[src/msc_regs.svh]
// register map, reset values and timing constants of the scrub counters
`ifndef MSC_REGS_SVH
`define MSC_REGS_SVH

// register byte addresses
`define MSC_DIV_LOW_ADDR 32'hfff43040
`define MSC_TIMER_HIGH_ADDR 32'hfff43044
`define MSC_TIMER_LOW_ADDR 32'hfff43048
`define MSC_ADDR_TOP_ADDR 32'hfff4304c
`define MSC_ADDR_UPPER_ADDR 32'hfff43050
`define MSC_ADDR_MID_ADDR 32'hfff43054
`define MSC_ADDR_LOW_ADDR 32'hfff43058
`define MSC_CTRL_ADDR 32'hfff43080
`define MSC_INTERVAL_ADDR 32'hfff43084
`define MSC_TICKDIV_ADDR 32'hfff43088

// control register field positions
`define MSC_CTRL_EN_BIT 0
`define MSC_CTRL_BUSY_BIT 1

// reset values
`define MSC_DIV_RESET 22'h000000
`define MSC_TIMER_RESET 16'h0000
`define MSC_WALK_RESET 23'h000000
`define MSC_INTERVAL_RESET 16'hffff
`define MSC_CTRL_EN_RESET 1'b0

// timing: bus clock rate, fast tick rate, slow tick period in seconds
`define MSC_PCLK_HZ 25000000
`define MSC_FAST_TICK_HZ 1000000
`define MSC_SLOW_TICK_PERIOD_S 2

// smallest memory walk, in 16-byte scrub units (4 MB)
`define MSC_SIZE_BASE_UNITS 24'h040000
`define MSC_SIZE_CODE_MAX 3'h5

`endif

[src/msc_pkg.sv]
// types shared by the scrub counter design
package msc_pkg;

    // memory walk state
    typedef enum logic [0:0] {
        MSC_IDLE = 1'b0,
        MSC_WALK = 1'b1
    } msc_state_t;

    // scrub walk output bundle
    typedef struct packed {
        logic busy;
        logic start;
        logic [26:0] addr;
    } msc_walk_t;

endpackage

[src/msc_tick_div.sv]
// chip prescaler: turns the bus clock into a 1 MHz tick pulse
`timescale 1ns/1ps
`default_nettype none

module msc_tick_div (
    input wire logic pclk,
    input wire logic presetn,
    input wire logic [7:0] div_value,
    output logic tick
);

    logic [7:0] cnt_reg; // bus clocks since last tick
    logic tick_reg; // registered tick pulse
    logic cnt_last; // last clock of one fast period

    // a value of 0 or 1 gives a tick every clock
    assign cnt_last = ({1'b0, cnt_reg} + 9'h001) >= {1'b0, div_value};
    assign tick = tick_reg;

    // count bus clocks and pulse once per programmed period
    always_ff @(posedge pclk or negedge presetn) begin
        if (!presetn) begin
            cnt_reg <= 8'h00;
            tick_reg <= 1'b0;
        end else begin
            cnt_reg <= cnt_last ? 8'h00 : cnt_reg + 8'h01;
            tick_reg <= cnt_last;
        end
    end
endmodule

`default_nettype wire

[src/msc_scrub_counters.sv]
// scrub prescaler, scrub interval timer and scrub walk address counter with apb access
//
// Contract
// - divider low byte reads live, writes load
// - timer steps every two seconds when running
// - timer clears on matching interval, keeps counting
// - timer bytes writable, reads return present count
// - timer 16 bits, high and low bytes
// - walk address steps per scrub cycle
// - each pass walks zero up to size
// - walk address bytes writable, reads return count
// - top byte carries bits 26-24 low
// - low byte bits 7-4, low nibble zero
// - divider turns 1 MHz into 0.5 Hz
// - pass spacing is two seconds times interval
// - 1 MHz tick from bus clock, programmed
`include "msc_regs.svh"
`timescale 1ns/1ps
`default_nettype none

module msc_scrub_counters
    import msc_pkg::*;
#(
    parameter int SLOW_DIV_TICKS = `MSC_SLOW_TICK_PERIOD_S * `MSC_FAST_TICK_HZ
) (
    input wire logic pclk,
    input wire logic presetn,
    input wire logic psel,
    input wire logic penable,
    input wire logic pwrite,
    input wire logic [31:0] paddr,
    input wire logic [31:0] pwdata,
    output logic [31:0] prdata,
    output logic pready,
    output logic pslverr,
    input wire logic [2:0] dram_size_pins,
    input wire logic scrub_cycle_done,
    output var msc_walk_t walk_out
);

    // fast tick divide value derived from the clock rates
    localparam logic [7:0] TICKDIV_RESET = 8'(`MSC_PCLK_HZ / `MSC_FAST_TICK_HZ);
    // last value of the slow divider before it wraps
    localparam logic [21:0] SLOW_DIV_LAST = 22'(SLOW_DIV_TICKS - 1);

    // apb answer registers
    logic [31:0] prdata_reg;
    logic pready_reg;
    logic pslverr_reg;
    // software settings
    logic ctrl_en_reg; // scrub_enable_bit
    logic [15:0] interval_reg; // scrub_interval_setting
    logic [7:0] tickdiv_reg; // bus clocks per fast tick
    // counters
    logic [21:0] div_cnt_reg; // scrub_divider_count
    logic slow_tick_reg; // 0.5 Hz pulse
    logic [15:0] timer_reg; // scrub_interval_timer
    logic [22:0] walk_cnt_reg; // scrub_walk_address bits 26-4
    msc_state_t state_reg;
    msc_state_t state_next;
    msc_walk_t walk_out_reg;
    // dram_size_pins synchroniser and settled code
    logic [2:0] size_s1_reg;
    logic [2:0] size_s2_reg;
    logic [2:0] size_s3_reg;
    logic [2:0] size_code_reg;
    // fast tick from the chip prescaler
    logic fast_tick;

    // last scrub unit of the memory for a size code, larger codes clamp
    function automatic logic [22:0] msc_size_last(input logic [2:0] code);
        logic [2:0] c;
        logic [23:0] units;
        c = (code > `MSC_SIZE_CODE_MAX) ? `MSC_SIZE_CODE_MAX : code;
        units = `MSC_SIZE_BASE_UNITS << c;
        msc_size_last = 23'(units - 24'h000001);
    endfunction

    // chip prescaler instance
    msc_tick_div u_tick_div (
        .pclk(pclk),
        .presetn(presetn),
        .div_value(tickdiv_reg),
        .tick(fast_tick)
    );

    // address decode
    wire sel_div_low = paddr == `MSC_DIV_LOW_ADDR;
    wire sel_timer_high = paddr == `MSC_TIMER_HIGH_ADDR;
    wire sel_timer_low = paddr == `MSC_TIMER_LOW_ADDR;
    wire sel_addr_top = paddr == `MSC_ADDR_TOP_ADDR;
    wire sel_addr_upper = paddr == `MSC_ADDR_UPPER_ADDR;
    wire sel_addr_mid = paddr == `MSC_ADDR_MID_ADDR;
    wire sel_addr_low = paddr == `MSC_ADDR_LOW_ADDR;
    wire sel_ctrl = paddr == `MSC_CTRL_ADDR;
    wire sel_interval = paddr == `MSC_INTERVAL_ADDR;
    wire sel_tickdiv = paddr == `MSC_TICKDIV_ADDR;
    wire sel_hit = sel_div_low | sel_timer_high | sel_timer_low | sel_addr_top | sel_addr_upper
        | sel_addr_mid | sel_addr_low | sel_ctrl | sel_interval | sel_tickdiv;

    // apb phases: answer in the first access cycle
    wire apb_setup = psel & ~penable;
    wire apb_wr = psel & penable & pwrite & pready_reg;
    wire wr_div_low = apb_wr & sel_div_low;
    wire wr_timer_high = apb_wr & sel_timer_high;
    wire wr_timer_low = apb_wr & sel_timer_low;
    wire wr_timer_any = wr_timer_high | wr_timer_low;
    wire wr_addr_top = apb_wr & sel_addr_top;
    wire wr_addr_upper = apb_wr & sel_addr_upper;
    wire wr_addr_mid = apb_wr & sel_addr_mid;
    wire wr_addr_low = apb_wr & sel_addr_low;
    wire wr_addr_any = wr_addr_top | wr_addr_upper | wr_addr_mid | wr_addr_low;

    // read data selection, unused bits read zero
    wire [31:0] rd_mux = sel_div_low ? {24'h000000, div_cnt_reg[7:0]} :
        sel_timer_high ? {24'h000000, timer_reg[15:8]} :
        sel_timer_low ? {24'h000000, timer_reg[7:0]} :
        sel_addr_top ? {29'h00000000, walk_cnt_reg[22:20]} :
        sel_addr_upper ? {24'h000000, walk_cnt_reg[19:12]} :
        sel_addr_mid ? {24'h000000, walk_cnt_reg[11:4]} :
        sel_addr_low ? {24'h000000, walk_cnt_reg[3:0], 4'h0} :
        sel_ctrl ? {30'h00000000, walk_out_reg.busy, ctrl_en_reg} :
        sel_interval ? {16'h0000, interval_reg} :
        sel_tickdiv ? {24'h000000, tickdiv_reg} : 32'h00000000;

    // slow divider: counts fast ticks, wraps to give the 0.5 Hz pulse
    wire div_wrap = fast_tick & (div_cnt_reg >= SLOW_DIV_LAST);
    wire slow_tick_next = div_wrap & ~wr_div_low;

    // interval timer steering
    wire timer_run = ctrl_en_reg & (interval_reg != 16'h0000);
    wire [15:0] timer_inc = timer_reg + 16'h0001;
    wire timer_match = slow_tick_reg & timer_run & (timer_inc == interval_reg);
    wire pass_start = timer_match & ~wr_timer_any;

    // walk counter steering
    wire [22:0] size_last = msc_size_last(size_code_reg);
    wire walk_last = walk_cnt_reg >= size_last;
    wire walk_step = (state_reg == MSC_WALK) & scrub_cycle_done;
    wire walk_begin = pass_start & (state_reg == MSC_IDLE) & ~wr_addr_any;
    wire walk_finish = walk_step & walk_last & ~wr_addr_any;
    wire [22:0] walk_cnt_next = wr_addr_top ? {pwdata[2:0], walk_cnt_reg[19:0]} :
        wr_addr_upper ? {walk_cnt_reg[22:20], pwdata[7:0], walk_cnt_reg[11:0]} :
        wr_addr_mid ? {walk_cnt_reg[22:12], pwdata[7:0], walk_cnt_reg[3:0]} :
        wr_addr_low ? {walk_cnt_reg[22:4], pwdata[7:4]} :
        walk_begin ? 23'h000000 :
        walk_step ? (walk_last ? 23'h000000 : walk_cnt_reg + 23'h000001) : walk_cnt_reg;

    assign prdata = prdata_reg;
    assign pready = pready_reg;
    assign pslverr = pslverr_reg;
    assign walk_out = walk_out_reg;

    // apb slave: latch read data in setup, answer in access
    always_ff @(posedge pclk or negedge presetn) begin
        if (!presetn) begin
            prdata_reg <= 32'h00000000;
            pready_reg <= 1'b0;
            pslverr_reg <= 1'b0;
        end else if (apb_setup) begin
            prdata_reg <= pwrite ? 32'h00000000 : rd_mux;
            pready_reg <= 1'b1;
            pslverr_reg <= ~sel_hit; // unmapped address
        end else begin
            prdata_reg <= 32'h00000000;
            pready_reg <= 1'b0;
            pslverr_reg <= 1'b0;
        end
    end

    // software settings
    always_ff @(posedge pclk or negedge presetn) begin
        if (!presetn) begin
            ctrl_en_reg <= `MSC_CTRL_EN_RESET;
            interval_reg <= `MSC_INTERVAL_RESET;
            tickdiv_reg <= TICKDIV_RESET;
        end else if (apb_wr) begin
            if (sel_ctrl) begin
                ctrl_en_reg <= pwdata[`MSC_CTRL_EN_BIT];
            end
            if (sel_interval) begin
                interval_reg <= pwdata[15:0];
            end
            if (sel_tickdiv) begin
                tickdiv_reg <= pwdata[7:0];
            end
        end
    end

    // slow divider count and its output pulse
    always_ff @(posedge pclk or negedge presetn) begin
        if (!presetn) begin
            div_cnt_reg <= `MSC_DIV_RESET;
            slow_tick_reg <= 1'b0;
        end else begin
            if (wr_div_low) begin
                div_cnt_reg <= {div_cnt_reg[21:8], pwdata[7:0]};
            end else if (fast_tick) begin
                div_cnt_reg <= div_wrap ? 22'h000000 : div_cnt_reg + 22'h000001;
            end
            slow_tick_reg <= slow_tick_next;
        end
    end

    // interval timer: software write wins over counting
    always_ff @(posedge pclk or negedge presetn) begin
        if (!presetn) begin
            timer_reg <= `MSC_TIMER_RESET;
        end else if (wr_timer_high) begin
            timer_reg <= {pwdata[7:0], timer_reg[7:0]};
        end else if (wr_timer_low) begin
            timer_reg <= {timer_reg[15:8], pwdata[7:0]};
        end else if (slow_tick_reg & timer_run) begin
            timer_reg <= timer_match ? 16'h0000 : timer_inc;
        end
    end

    // walk state selection
    always_comb begin
        case (state_reg)
            MSC_IDLE: begin
                state_next = walk_begin ? MSC_WALK : MSC_IDLE;
            end
            MSC_WALK: begin
                state_next = walk_finish ? MSC_IDLE : MSC_WALK;
            end
            default: begin
                state_next = MSC_IDLE;
            end
        endcase
    end

    // walk counter, state and output bundle
    always_ff @(posedge pclk or negedge presetn) begin
        if (!presetn) begin
            walk_cnt_reg <= `MSC_WALK_RESET;
            state_reg <= MSC_IDLE;
            walk_out_reg <= '0;
        end else begin
            walk_cnt_reg <= walk_cnt_next;
            state_reg <= state_next;
            walk_out_reg.busy <= state_next == MSC_WALK;
            walk_out_reg.start <= walk_begin;
            walk_out_reg.addr <= {walk_cnt_next, 4'h0};
        end
    end

    // dram_size_pins: three stages, code settles when the last two agree
    always_ff @(posedge pclk or negedge presetn) begin
        if (!presetn) begin
            size_s1_reg <= 3'h0;
            size_s2_reg <= 3'h0;
            size_s3_reg <= 3'h0;
            size_code_reg <= 3'h0;
        end else begin
            size_s1_reg <= dram_size_pins;
            size_s2_reg <= size_s1_reg;
            size_s3_reg <= size_s2_reg;
            if (size_s2_reg == size_s3_reg) begin
                size_code_reg <= size_s3_reg;
            end
        end
    end
endmodule

`default_nettype wire

[config.mk]
export PLATFORM = sky130hd
export DESIGN_NAME = msc_scrub_counters
export DESIGN_NICKNAME = d
export VERILOG_FILES = /design/src/msc_pkg.sv /design/src/msc_tick_div.sv /design/src/msc_scrub_counters.sv
export VERILOG_INCLUDE_DIRS = /design/src
export SDC_FILE = /design/constraint.sdc
export NUM_CORES = 1
export LEC_CHECK = 0
export BUFFER_PORTS_ARGS = -buffer_cell sky130_fd_sc_hd__buf_2
export CAP_MARGIN = 40
export CORE_ASPECT_RATIO = 1.1
export CORE_MARGIN = 2
export CORE_UTILIZATION = 35
export CTS_CLUSTER_SIZE = 12
export DETAILED_ROUTE_END_ITERATION = 7
export HOLD_SLACK_MARGIN = 0.06
export PLACE_DENSITY = 0.65
export SETUP_SLACK_MARGIN = 0.4
export SLEW_MARGIN = 20
export SYNTH_ARGS = -nofsm -noshare
export SYNTH_HDL_FRONTEND = slang
export SYNTH_SLANG_ARGS = --single-unit
export TNS_END_PERCENT = 1
[constraint.sdc]
create_clock -name pclk -period 3.9 [get_ports pclk]
set_input_delay 0.39 -clock pclk [delete_from_list [all_inputs] [get_ports pclk]]
set_output_delay 0.39 -clock pclk [all_outputs]
set_load 0.02 [all_outputs]
### After elaboration in Yosys (flattened, before gate mapping)

Index checks and enable logic that the tools add are counted.

| operators by class | value |
|---|---|
| add/sub/neg operators | 6 |
| $lt $le $gt $ge | 4 |
| equal/unequal tests | 19 |
| shift operators | 1 |
| multiplexer cells | 33 |
| bitwise logic cells | 45 |
| reductions and logical operators | 18 |

Operator list:

| kind | count |
|---|---|
| $eq A32 B32 Y1 const B | 10 |
| $mux W16 | 14 |
| $mux W23 | 7 |
| $mux W32 | 1 |
| $mux W8 | 4 |
| $add A23 B1 Y23 const B | 1 |
| $ge A23 B23 Y1 | 1 |
| $shl A19 B3 Y23 const A | 1 |
| $sub A23 B1 Y23 const B | 1 |
| $add A22 B1 Y22 const B | 1 |
| $and A1 B1 Y1 | 22 |
| $ge A22 B21 Y1 const B | 1 |
| $mux W22 | 1 |
| $add A16 B1 Y16 const B | 1 |
| $eq A16 B16 Y1 | 1 |
| $reduce_and A4 Y1 | 4 |
| $reduce_bool A16 Y1 | 1 |
| $ne A2 B2 Y1 const B | 7 |
| $or A1 B1 Y1 | 13 |
| $reduce_and A2 Y1 | 6 |
| $reduce_bool A3 Y1 | 4 |
| $not A1 Y1 | 10 |
| $add A8 B1 Y9 const B | 1 |
| $ge A9 B8 Y1 | 1 |
| other kinds (7) | 12 |

| storage, ports and cells | value |
|---|---|
| register bits after elaboration | 144 |
| input port bits | 73 |
| output and inout bits | 63 |
| word-level logic and storage cells | 149 |

### Logic depth before layout (Yosys ltp)

Gate-level depths: netlist of run 1.

| logic depth | value |
|---|---|
| word-level depth | 14 |
| mapped depth | 13 |
| gate-level depth less buffers | 12 |

### Cells and area by module

A second synthesis of run 1 with hierarchy kept.

| unflattened totals | value |
|---|---|
| cell total of the unflattened synthesis | 926 |
| area, all modules | 8326.7 µm² |

Modules (own cells, without submodules):

| module | instances | cells each | area each (µm²) | seq. area each (µm²) |
|---|---|---|---|---|
| msc_scrub_counters | 1 | 867 | 7693.6 | 3001.6 |
| msc_tick_div | 1 | 59 | 633.1 | 225.2 |

### Least setup slack after synthesis of run 1

OpenSTA, ideal clock, no wires.

| timing | value |
|---|---|
| kind | reg2reg |
| start | register timer_reg[1] |
| end | register walk_out_reg (netlist bit walk_out[26]) |
| library setup time | 0.071 ns |
| arrival | 3.361 ns |
| data required time | 3.829 ns |
| path slack | 0.468 ns |
| cell stages (with the launch flop) | 10 |
| path buffers | 0 |
| period minus slack after synthesis | 3.432 ns |
| cell sequence | dfrtp_1 -> ha_1 -> xor2_1 -> a211o_1 -> or4b_1 -> or4_1 -> nor4_4 -> o31ai_1 -> or4_1 -> nand3_1 |

| between the ends | value |
|---|---|
| longest elaborated chain between the ends | 11 |
| elaborated cells between the ends (all ways) | 13 |
| classes of those cells | add/sub: 1; eq/ne: 1; mux: 5; bitwise: 4; reduce/logical: 2 |

RTL lines:

| what | RTL line | text |
|---|---|---|
| start: declaration | msc_scrub_counters.sv:57 | `logic [15:0] timer_reg;` |
| start signal: assignment | msc_scrub_counters.sv:208 | `` timer_reg <= `MSC_TIMER_RESET; `` |
| start signal: assignment | msc_scrub_counters.sv:210 | `timer_reg <= {pwdata[7:0], timer_reg[7:0]};` |
| start signal: assignment | msc_scrub_counters.sv:212 | `timer_reg <= {timer_reg[15:8], pwdata[7:0]};` |
| $add A16 B1 Y16 * | msc_scrub_counters.sv:132 | `wire [15:0] timer_inc = timer_reg + 16'h0001;` |
| $eq A16 B16 Y1 * | msc_scrub_counters.sv:133 | `wire timer_match = slow_tick_reg & timer_run & (timer_inc == interval_reg);` |
| $and A1 B1 Y1 * | msc_scrub_counters.sv:133 |  |
| $and A1 B1 Y1 * | msc_scrub_counters.sv:134 | `wire pass_start = timer_match & ~wr_timer_any;` |
| $and A1 B1 Y1 * (2 in series) | msc_scrub_counters.sv:140 | `wire walk_begin = pass_start & (state_reg == MSC_IDLE) & ~wr_addr_any;` |
| $mux W23 | msc_scrub_counters.sv:146 | `walk_begin ? 23'h000000 :` |
| $mux W23 | msc_scrub_counters.sv:145 | `wr_addr_low ? {walk_cnt_reg[22:4], pwdata[7:4]} :` |
| $mux W23 | msc_scrub_counters.sv:144 | `wr_addr_mid ? {walk_cnt_reg[22:12], pwdata[7:0], walk_cnt_reg[3:0]} :` |
| $mux W23 | msc_scrub_counters.sv:143 | `wr_addr_upper ? {walk_cnt_reg[22:20], pwdata[7:0], walk_cnt_reg[11:0]} :` |
| $mux W23 | msc_scrub_counters.sv:142 | `wire [22:0] walk_cnt_next = wr_addr_top ? {pwdata[2:0], walk_cnt_reg[19:0]} :` |
| end: declaration | msc_scrub_counters.sv:61 | `msc_walk_t walk_out_reg;` |

Mark *: on every way between the ends. The rest lies on a longest branch, timed or not. The select of a mux whose other input is x is not followed.
A chain may end at the register's enable or synchronous reset.

### Worst setup path in the final report of run 1

Same ends and word-level chain as after synthesis.

==> summary.txt, run 1 <==
Clock network
  – H-tree levels: 4
  – Clock latency on the worst-skew pair: 0.43 ns
  – Sink Count: 128
  – Root Driver: clkbuf_16
  – Clock Pin Slew Worst Setup and Hold Paths: 0.06 ns
  – CTS Buf Count: 17
  – Clk buf depth: 2
  – TritonCTS clock tree: built

Cells and area
  – Fill count: 2,264
  – Area delta synth->final: 18.8%
  – Nets: 1,135
  – Cell Count, Final, Fillers Out: 1,357
  – Layout cell share with drive strength beyond 1: 0.223
  – Max reg flops: 25
  – Number of antenna diodes: 0

Global route
  – Pin count of the biggest net entering global routing: 75
  – Initial antenna violation count: 0
  – Total grt overflow: 0
  – First-pass GRT wire length: 38.0 mm
  – Vias in the first global route: 6,985
  – Gr usage total: 0.200

Drt
  – Pre-antenna DRT Iters: 5
  – Initial DRC count: 758
  – DR vias: 7,571
  – Final WL: 24.4 mm
  – DR vias/cell: 5.58
  – WL/cell: 18.0 µm
  – DRC: 0
  – DRT antenna net count: 0

Synth
  – Ys Warns: 0
  – Syn avg cell area: 8.72 µm²
  – Register area share after synthesis: 0.398
  – Top_reg_cell synth: dfrtp_1
  – Post-synth cell types: 72
  – Area share of the largest cell type after synthesis: 0.336
  – Synthesized flop and latch total: 128
  – Post-Syn Area: 8110 µm²
  – Asr flop ratio synth: 1.00
  – Area contributors post-synth: dfrtp_1 (34%), dfstp_2 (6.2%), nor2_1 (3.8%)
  – Synthesized instance count: 931
  – Post-synth EDFFs: 0
  – Dominant cell type by area after synthesis: dfrtp_1

Place
  – Placed Cells: 1,320
  – GPL Wtd Cong: 0.919
  – # port buffers: 99
  – Final HPWL DP: 17.8 mm

Die
  – Site Rows: 58
  – Core area: 22,800 µm²
  – Full die area: 24,400 µm²
  – Initial Util: 0.356
  – Num ports: 136
  – Die Y: 164 µm
  – Die width: 149 µm

Pwr
  – Lkg Pwr: 4.19 nW
  – PD cells: 388 nW/µm²
  – VDD IR max: 0.209 mV

Run status
  – Status: finished clean

Timing
  – Period utilization: 0.881
  – Slew Limit Fails: 0
  – Max Fclk: 291 MHz
  – Endpoints failing hold: 0
  – Fin crit period: 3.44 ns
  – Setup TNS: 0 ns
  – Worst-Margin Slew: 0.800 ns
  – RSZ-0062 raised after global routing: true
  – Endpoints failing setup: 0
  – Slew headroom: 0.465
  – Worst clock skew: 0.00768 ns

Setup path
  – Setup crit start kind: register
  – Critical path's slowest cell: or4_4
  – Crit. End Element: register
  – Kind of critical path: register to register
  – CP Max Fanout: 9
  – Crit-path cells: ha_1 > xor2_1 > a211o_1 > or4b_1 > or4_4 > nor4_4 > buf_6 > o31ai_2 > or4_1 > nand3_1
  – CP required: 4.26 ns
  – Worst Path Arrival: 3.80 ns
  – Largest stage delay, worst path: 0.52 ns

Job
  – MaxCap Viol Count: 0

Worst hold path
  – HP Class: primary input to register
-- final cells by class --
cell class                      count  area [µm²]  area share
Clock buffer                       20         457      0.0474
Clock inverter                     12         124      0.0129
Inverter                           50         188      0.0195
Multi-Input combinational cell    704        4430       0.460
Sequential cell                   128        3230       0.335
Tap cell                          300         375      0.0389
Timing Repair Buffer              143         838      0.0870
-- cell families (layout without fill, tap and decap cells) --
group | Yosys count | count (layout) | share of synthesized area
and+or+nand+nor | 364 | 364 | 0.235
other | 1 | 20 | 0.000462
buffers and inverters | 118 | 225 | 0.0663
xor gates and xnor gates | 45 | 45 | 0.0486
muxes | 26 | 26 | 0.0353
adders and majority gates | 18 | 18 | 0.0278
DFF | 128 | 128 | 0.398
AOI/OAI and AO/OA | 231 | 231 | 0.188
-- final timing paths --
kind	from	to	slack [ns]	cells after the start
worst max-delay path	timer_reg[1]	walk_out[26]	0.46	10
max in group asynchronous	presetn	interval_reg[11]	2.39	3
worst min-delay path	dram_size_pins[1]	size_s1_reg[1]	0.07	1
worst max register to register	timer_reg[1]	walk_out[26]	0.46	10
worst min register to register	size_s1_reg[2]	size_s2_reg[2]	0.35	0
min in group asynchronous	presetn	pready	0.59	2
-- cells in the mapped netlist, types with 19 or more instances --
cell type,instances
a21oi_1,43
a22oi_1,25
buf_4,21
clkbuf_1,30
dfrtp_1,109
dfstp_2,19
inv_1,48
mux2_2,21
nand2_1,77
nand3_1,37
nor2_1,82
nor3_1,26
o21ai_0,51
o22ai_1,20
xnor2_1,24
xor2_1,21
-- layer usage --
layer | share of wire | global-route usage | up-vias
li1 | - | - | 3576
met1 | 0.45 | 0.272 | 3624
met2 | 0.46 | 0.316 | 322
met3 | 0.063 | 0.0381 | 49
met4 | 0.030 | 0.0745 | 0
met5 | 0 | 0 | -
-- layout by cell type, fill, tap and decap left out, types with 17 or more instances in the layout --
master       n
xor2_1      21
and3_1      17
o22ai_1     20
a21oi_1     43
dfstp_2     19
nor3_1      26
buf_4       40
xnor2_1     24
inv_1       48
nand3_1     37
buf_2       99
mux2_2      21
o21ai_0     51
a22oi_1     25
nand2_1     77
nand4_1     18
clkbuf_16   17
conb_1      20
nor2b_1     17
dfrtp_1    108
nor2_1      82
nor4_1      17
ha_1        18
-- worst max-delay path: cells and delay by family (launching register included) --
| kind | cells | cell delay [ns] |
|---|---|---|
| XOR/XNOR | 1 | 0.17 |
| AO/OA/AOI/OAI | 2 | 0.39 |
| adder cells (fa/ha/maj) | 1 | 0.31 |
| buffers and inverters | 1 | 0.19 |
| AND/OR/NAND/NOR | 5 | 1.87 |
| flip-flops | 1 | 0.44 |
-- through the flow --
stage | total power, W | util | setup slack, ns | cell area (µm²) | hold WS (ns)
after CTS | 0.00376 | 0.421 | 0.396 | 9600 | 0.0606
final | 0.00374 | 0.423 | 0.462 | 9640 | 0.0697
after global placement | 0.00217 | 0.395 | 0.0367 | 9000 | 0.332
after global routing | 0.00389 | 0.423 | 0.343 | 9640 | 0.0642
after floorplan | 0.00192 | - | 0.468 | 8190 | 0.0944
after detailed placement | 0.00218 | 0.395 | 0.289 | 9010 | 0.340
-- power by group --
part	switching, W	internal [W]	leakage, nW
sequential	0.000152	0.00141	1.56
combinational	0.000390	0.000210	2.36
clock	0.000650	0.000925	0.273
total	0.00119	0.00255	4.19
-- repair_timing --
item | in CTS | in global routing
buffers inserted | 1 | 2
gates cloned | 0 | 0
hold buffers | 1 | 1
hold endpoints to repair | 66 | 1
pin swaps | 1 | 1
resized for setup | 2 | 3
endpoints found under the setup margin | 16 | 24
No activity file was read; power rests on OpenSTA's default activity.
==> inputs of run 2 (changes only) <==
--- a/config.mk
+++ b/config.mk
@@ -6,6 +6,7 @@
 export SDC_FILE = /design/constraint.sdc
 export NUM_CORES = 1
 export LEC_CHECK = 0
+export ABC_AREA = 1
 export BUFFER_PORTS_ARGS = -buffer_cell sky130_fd_sc_hd__buf_2
 export CAP_MARGIN = 40
 export CORE_ASPECT_RATIO = 1.1
==> summary.txt, run 2 <==
Setup path
  – Worst Path Arrival: 3.54 ns (was 3.80 ns)
  – CP required: 4.22 ns (was 4.26 ns)
  – Most common cell on crit path: nand2_1
  – Kind of critical path: register to register (unchanged)
  – CP Max Fanout: 8 (was 9)
  – Crit-path cells: ha_1 > nand2_1 > nor2_1 > nand4_1 > nand2_1 > nand2_1 > nand2_1 > nand3_1 > nor2_1 > nand3_1 > nor2_1 > nand4_1 > nand2_1 > nand3_1 > nand2_1 > nand2_1 (was ha_1 > xor2_1 > a211o_1 > or4b_1 > or4_4 > nor4_4 > buf_6 > o31ai_2 > or4_1 > nand3_1)
  – Largest stage delay, worst path: 0.55 ns (was 0.52 ns)
  – Setup crit start kind: register (unchanged)
  – Critical path's slowest cell: dfrtp_1 (was or4_4)
  – Crit. End Element: register (unchanged)

Cells and area
  – Storage element area: 3230 µm² (about the same)
  – Number of antenna diodes: 0 (unchanged)
  – Multi-input gate area: 4720 µm² (was 4430 µm²)
  – Fill count: 2,536 (was 2,264)
  – Layout Utilization: 0.416 (was 0.423)
  – Layout cell share with drive strength beyond 1: 0.149 (was 0.223)
  – Nets: 1,452 (was 1,135)
  – Most frequent cells in the layout: nand2_1 (303), inv_1 (169), nor2_1 (123) (was dfrtp_1 (108), buf_2 (99), nor2_1 (82))
  – Max reg flops: 25 (unchanged)
  – Most common cell after layout, fill and taps aside: nand2_1 (was dfrtp_1)
  – Area delta synth->final: 16.4% (was 18.8%)

Pwr
  – Lkg Pwr: 5.06 nW (was 4.19 nW)
  – VDD IR max: 0.189 mV (was 0.209 mV)
  – PD cells: 298 nW/µm² (was 388 nW/µm²)

Global route
  – Pin count of the biggest net entering global routing: 82 (was 75)
  – First-pass GRT wire length: 44.0 mm (was 38.0 mm)
  – Initial antenna violation count: 0 (unchanged)
  – Vias in the first global route: 8,184 (was 6,985)
  – Total grt overflow: 0 (unchanged)
  – Gr usage total: 0.213 (was 0.200)

Timing
  – RSZ-0062 raised after global routing: false (was true)
  – Slew Limit Fails: 0 (unchanged)
  – Worst-Margin Slew: 0.667 ns (was 0.800 ns)
  – Setup TNS: 0 ns (unchanged)
  – Endpoints failing hold: 0 (unchanged)
  – Worst clock skew: 0.00813 ns (was 0.00768 ns)
  – Endpoints failing setup: 0 (unchanged)
  – Period utilization: 0.826 (was 0.881)
  – Max Fclk: 310 MHz (was 291 MHz)
  – Slew headroom: 0.554 (was 0.465)
  – Fin crit period: 3.22 ns (was 3.44 ns)

Drt
  – DR vias/cell: 5.29 (was 5.58)
  – WL/cell: 16.6 µm (was 18.0 µm)
  – DR vias: 8,909 (was 7,571)
  – Pre-antenna DRT Iters: 7 (was 5)
  – Final WL: 28.0 mm (was 24.4 mm)
  – DRT antenna net count: 0 (unchanged)
  – DRC: 0 (unchanged)
  – Initial DRC count: 824 (was 758)

Synth
  – Synth top cells by count: nand2_1 (303), inv_1 (169), nor2_1 (123), nand3_1 (114), dfrtp_1 (109) (was dfrtp_1 (109), nor2_1 (82), nand2_1 (77), o21ai_0 (51), inv_1 (48))
  – Dominant cell type by area after synthesis: dfrtp_1 (unchanged)
  – Count leader, synth: nand2_1 (was dfrtp_1)
  – Syn avg cell area: 7.06 µm² (was 8.72 µm²)
  – Ys Warns: 0 (unchanged)
  – Synthesized instance count: 1,244 (was 931)
  – Post-Syn Area: 8780 µm² (was 8110 µm²)
  – Asr flop ratio synth: 1.00 (unchanged)
  – Area contributors post-synth: dfrtp_1 (31%), nand2_1 (13%), inv_1 (7.2%) (was dfrtp_1 (34%), dfstp_2 (6.2%), nor2_1 (3.8%))
  – Synthesized flop and latch total: 128 (unchanged)
  – Area share of the largest cell type after synthesis: 0.311 (was 0.336)
  – Post-synth EDFFs: 0 (unchanged)
  – Register area share after synthesis: 0.368 (was 0.398)
  – Top_reg_cell synth: dfrtp_1 (unchanged)
  – Post-synth cell types: 50 (was 72)

Clock network
  – Sink Count: 128 (unchanged)
  – TritonCTS clock tree: built (unchanged)
  – Clock Pin Slew Worst Setup and Hold Paths: 0.06 ns (about the same)
  – Root Driver: clkbuf_16 (unchanged)
  – CTS hold repair buffers: 4 (was 1)
  – CTS Buf Count: 17 (unchanged)
  – PostCTS Resize Cnt: 0 (was 2)
  – Clk buf depth: 2 (unchanged)
  – H-tree levels: 4 (unchanged)
  – Setup bufs post-CTS: 0 (was 1)
  – Clock latency on the worst-skew pair: 0.43 ns (about the same)

Die
  – Initial Util: 0.358 (was 0.356)
  – Core area: 24,500 µm² (was 22,800 µm²)
  – Die width: 155 µm (was 149 µm)
  – Num ports: 136 (unchanged)
  – Site Rows: 60 (was 58)
  – Full die area: 26,400 µm² (was 24,400 µm²)
  – Die Y: 170 µm (was 164 µm)

Place
  – # port buffers: 99 (unchanged)
  – Final HPWL DP: 21.5 mm (was 17.8 mm)
  – GPL Wtd Cong: 0.962 (was 0.919)

Job
  – MaxCap Viol Count: 0 (unchanged)

Run status
  – Status: finished clean (unchanged)

Worst hold path
  – HP Class: primary input to register (unchanged)
==> run 2: report_power, final <==
group          total (W)  switching (W)  internal, W
combinational   0.000196       0.000133    0.0000629
sequential       0.00135     0.00000885      0.00134
clock            0.00149       0.000646     0.000846
total            0.00304       0.000788      0.00225
==> run 2: routing by layer <==
metal  routed length, µm  global-route usage  vias to the layer above
li1                    -                   -                     4342
met1               12400               0.291                     4162
met2               12800               0.341                      350
met3                1840              0.0346                       55
met4                 873              0.0805                        0
met5                   0                   0                        -
==> run 2: path summary, 6_finish.rpt <==
path | start | endpoint | slack (ns) | depth (start not counted)
worst max register to register | timer_reg[0] | walk_out[23] | 0.68 | 16
worst max-delay path | timer_reg[0] | walk_out[23] | 0.68 | 16
worst min-delay path | penable | pready | 0.17 | 2
worst min register to register | size_s1_reg[0] | size_s2_reg[0] | 0.35 | 0
max in group asynchronous | presetn | tickdiv_reg[3] | 2.76 | 3
min in group asynchronous | presetn | walk_out[19] | 0.41 | 2
==> run 2: final cells by class <==
cell class                 count  area share
sequential                   128       0.316
multi-input combinational    919       0.462
tap                          310      0.0379
inverter                     176      0.0646
timing repair buffer         119      0.0672
clock inverter                12     0.00832
clock buffer                  20      0.0447
==> run 2: metrics by stage <==
| stage | power (W) | std cells | hold WS, ns | worst slack, ns | area, µm² |
|---|---|---|---|---|---|
| detailed placement | 0.00157 | 1646 | 0.290 | 0.727 | 9620 |
| finish | 0.00304 | 1684 | 0.169 | 0.677 | 10200 |
| global placement | 0.00156 | 1645 | 0.333 | 0.787 | 9590 |
| CTS | 0.00307 | 1682 | 0.159 | 0.727 | 10200 |
| global route | 0.00314 | 1684 | 0.184 | 0.435 | 10200 |
| floorplan | 0.00149 | 1263 | 0.0944 | 1.21 | 8850 |
==> run 2: worst max-delay path: cells and delay by family, from the launching register on <==
kind,cells,cell delay [ns]
and+or+nand+nor,15,2.24
adders and majority gates,1,0.34
DFF,1,0.55
==> run 2: kinds of logic (layout without fill, tap and decap cells) <==
kind of cell / count (synthesis) / in the layout / synth area share
compound gates: 178 / 178 / 0.123
xor+xnor: 32 / 32 / 0.0335
fa+ha+maj: 18 / 18 / 0.0257
buf+inv: 216 / 327 / 0.103
flops: 128 / 128 / 0.368
mux: 8 / 8 / 0.0103
other cells: 1 / 20 / 0.000427
simple gates: 663 / 663 / 0.337
==> inputs of run 3 (changes only) <==
--- a/config.mk
+++ b/config.mk
@@ -6,7 +6,7 @@
 export SDC_FILE = /design/constraint.sdc
 export NUM_CORES = 1
 export LEC_CHECK = 0
-export ABC_AREA = 1
+export ABC_AREA = 0
 export BUFFER_PORTS_ARGS = -buffer_cell sky130_fd_sc_hd__buf_2
 export CAP_MARGIN = 40
 export CORE_ASPECT_RATIO = 1.1
==> constraint.sdc (replaced) <==
create_clock -name pclk -period 3.25 [get_ports pclk]
set_input_delay 0.325 -clock pclk [delete_from_list [all_inputs] [get_ports pclk]]
set_output_delay 0.325 -clock pclk [all_outputs]
set_load 0.02 [all_outputs]
==> summary.txt, run 3 (synthesized netlist as in run 1, its figures left out) <==
Run status
  – Status: finished clean (unchanged)

Die
  – Die Y: 164 µm (was 170 µm)
  – Core area: 22,800 µm² (was 24,500 µm²)
  – Full die area: 24,400 µm² (was 26,400 µm²)
  – Die width: 149 µm (was 155 µm)
  – Num ports: 136 (unchanged)
  – Site Rows: 58 (was 60)
  – Initial Util: 0.356 (was 0.358)

Clock network
  – Clk buf depth: 2 (unchanged)
  – Clock latency on the worst-skew pair: 0.43 ns (about the same)
  – TritonCTS clock tree: built (unchanged)
  – Clock Pin Slew Worst Setup and Hold Paths: 0.06 ns (about the same)
  – Root Driver: clkbuf_16 (unchanged)
  – Sink Count: 128 (unchanged)
  – CTS Buf Count: 17 (unchanged)
  – H-tree levels: 4 (unchanged)

Cells and area
  – Most common cell after layout, fill and taps aside: dfrtp_1 (was nand2_1)
  – Most frequent cells in the layout: dfrtp_1 (109), buf_2 (99), nor2_1 (82) (was nand2_1 (303), inv_1 (169), nor2_1 (123))
  – Cell Count, Final, Fillers Out: 1,394 (was 1,684)
  – Layout cell share with drive strength beyond 1: 0.273 (was 0.149)
  – Layout Utilization: 0.445 (was 0.416)
  – Fill count: 2,239 (was 2,536)
  – Area delta synth->final: 25.0% (was 16.4%)
  – Number of antenna diodes: 0 (unchanged)
  – Max reg flops: 25 (unchanged)
  – Nets: 1,173 (was 1,452)

Global route
  – Initial antenna violation count: 0 (unchanged)
  – Pin count of the biggest net entering global routing: 70 (was 82)
  – Vias in the first global route: 7,277 (was 8,184)
  – Total grt overflow: 0 (unchanged)
  – Gr usage total: 0.208 (was 0.213)
  – First-pass GRT wire length: 39.4 mm (was 44.0 mm)

Drt
  – DR vias/cell: 5.61 (was 5.29)
  – DR vias: 7,817 (was 8,909)
  – Initial DRC count: 822 (was 824)
  – Final WL: 25.1 mm (was 28.0 mm)
  – DRT antenna net count: 0 (unchanged)
  – WL/cell: 18.0 µm (was 16.6 µm)
  – DRC: 0 (unchanged)
  – Pre-antenna DRT Iters: 6 (was 7)

Setup path
  – Crit. End Element: register (unchanged)
  – Worst path bufs/invs: 2 (was 0)
  – Critical path's slowest cell: or4b_1 (was dfrtp_1)
  – CP required: 3.61 ns (was 4.22 ns)
  – CP Max Fanout: 8 (unchanged)
  – Most common cell on crit path: buf_6 (was nand2_1)
  – Crit-path cells: ha_4 > xor2_2 > a211o_1 > or4b_1 > or4_4 > nor4_4 > buf_6 > buf_6 > o31ai_4 > or4_1 > nand3_1 (was ha_1 > nand2_1 > nor2_1 > nand4_1 > nand2_1 > nand2_1 > nand2_1 > nand3_1 > nor2_1 > nand3_1 > nor2_1 > nand4_1 > nand2_1 > nand3_1 > nand2_1 > nand2_1)
  – Worst R2R End: walk_out[26] (was walk_out[23])
  – Setup crit start kind: register (unchanged)
  – Largest stage delay, worst path: 0.49 ns (was 0.55 ns)
  – Worst Path Arrival: 3.56 ns (was 3.54 ns)
  – Kind of critical path: register to register (unchanged)
  – Delay-heaviest family, CP: simple AND/OR/NAND/NOR gates (unchanged)
  – CP Depth: 11 (was 16)
  – Worst reg2reg setup slack: 0.04 ns (was 0.68 ns)
  – R2r worst-path depth: 11 (was 16)
  – R2R Path Start: timer_reg[1] (was timer_reg[0])

Timing
  – Endpoints failing hold: 0 (unchanged)
  – Final worst slack: 0.0430 ns (was 0.677 ns)
  – Endpoints failing setup: 0 (unchanged)
  – Hold slack: 0.131 ns (was 0.169 ns)
  – Max Fclk: 312 MHz (was 310 MHz)
  – RSZ-0062 raised after global routing: true (was false)
  – Slew Limit Fails: 0 (unchanged)
  – Slew headroom: 0.517 (was 0.554)
  – Fin crit period: 3.21 ns (was 3.22 ns)
  – Period utilization: 0.987 (was 0.826)
  – Worst clock skew: 0.0101 ns (was 0.00813 ns)
  – Worst-Margin Slew: 0.722 ns (was 0.667 ns)

Worst hold path
  – HP Start: pwdata[15] (was penable)
  – Worst Hold Endpoint: interval_reg[15] (was pready)
  – Min-Delay Path Depth: 2 (unchanged)
  – HP Class: primary input to register (unchanged)

Pwr
  – VDD IR max: 0.308 mV (was 0.189 mV)
  – Lkg Pwr: 4.43 nW (was 5.06 nW)
  – PD cells: 456 nW/µm² (was 298 nW/µm²)
  – Tot Pwr: 0.00462 W (was 0.00304 W)

Place
  – # port buffers: 99 (unchanged)
  – Final HPWL DP: 18.1 mm (was 21.5 mm)
  – Place WS: -0.146 ns (was 0.727 ns)
  – GPL Wtd Cong: 0.940 (was 0.962)
  – Placed Cells: 1,356 (was 1,646)

Job
  – MaxCap Viol Count: 0 (unchanged)
[run 3: changes by cell type in the layout (fill, tap and decap cells not counted), sizes merged, moves of 11 or more]
cell    change
nor2       -50
o21ai      -19
nor2b      +17
inv       -127
mux2       +13
nand3      -79
and2       +11
o221ai     -11
o22ai      +20
nand4      -27
xnor2      +16
buf        +63
nand2     -228
and3       +15
[run 3: metal layers]
metal / GRT usage / part of all wire
met5: 0 / 0
met3: 0.0417 / 0.076
met2: 0.317 / 0.45
met1: 0.289 / 0.44
met4: 0.0823 / 0.035
[run 3: power by group]
part	switching (W)	internal, W	total [W]
Clock	0.000756	0.00119	0.00195
Sequential	0.000174	0.00170	0.00187
Combinational	0.000508	0.000294	0.000803
Total	0.00144	0.00318	0.00462
[run 3: repair_timing]
item | in CTS | in global routing
hold buffers | 4 | 0
buffers inserted | 1 | 1
gates resized for setup | 3 | 29
setup endpoints to repair | 38 | 39
endpoints found under the hold margin | 59 | 0
pin swaps | 3 | 10
[run 3: worst max-delay path by stage]
stage | startpoint | end | slack (ns)
detailed placement | paddr[0] | walk_out[26] | -0.15
floorplan | timer_reg[1] | walk_out[10] | -0.07
finish | timer_reg[1] | walk_out[26] | 0.04
CTS | timer_reg[0] | walk_out[26] | 0.03
global placement | paddr[0] | walk_out[26] | -0.13
global route | timer_reg[1] | walk_out[26] | -0.08
[run 3: cell type report]
| type | instances | area [µm²] | area share |
|---|---|---|---|
| Multi-Input combinational cell | 704 | 4590 | 0.453 |
| Sequential cell | 128 | 3230 | 0.318 |
| Timing Repair Buffer | 181 | 1160 | 0.115 |
| Clock buffer | 20 | 467 | 0.0460 |
| Tap cell | 300 | 375 | 0.0370 |
| Inverter | 50 | 188 | 0.0185 |
| Clock inverter | 11 | 131 | 0.0130 |
[run 3: per-stage QoR]
stage	area [µm²]	setup TNS, ns
after floorplan	8220	-0.431
after global placement	9340	-0.171
after detailed placement	9340	-0.185
after CTS	10000	0
after global routing	10100	-0.422
final	10100	0
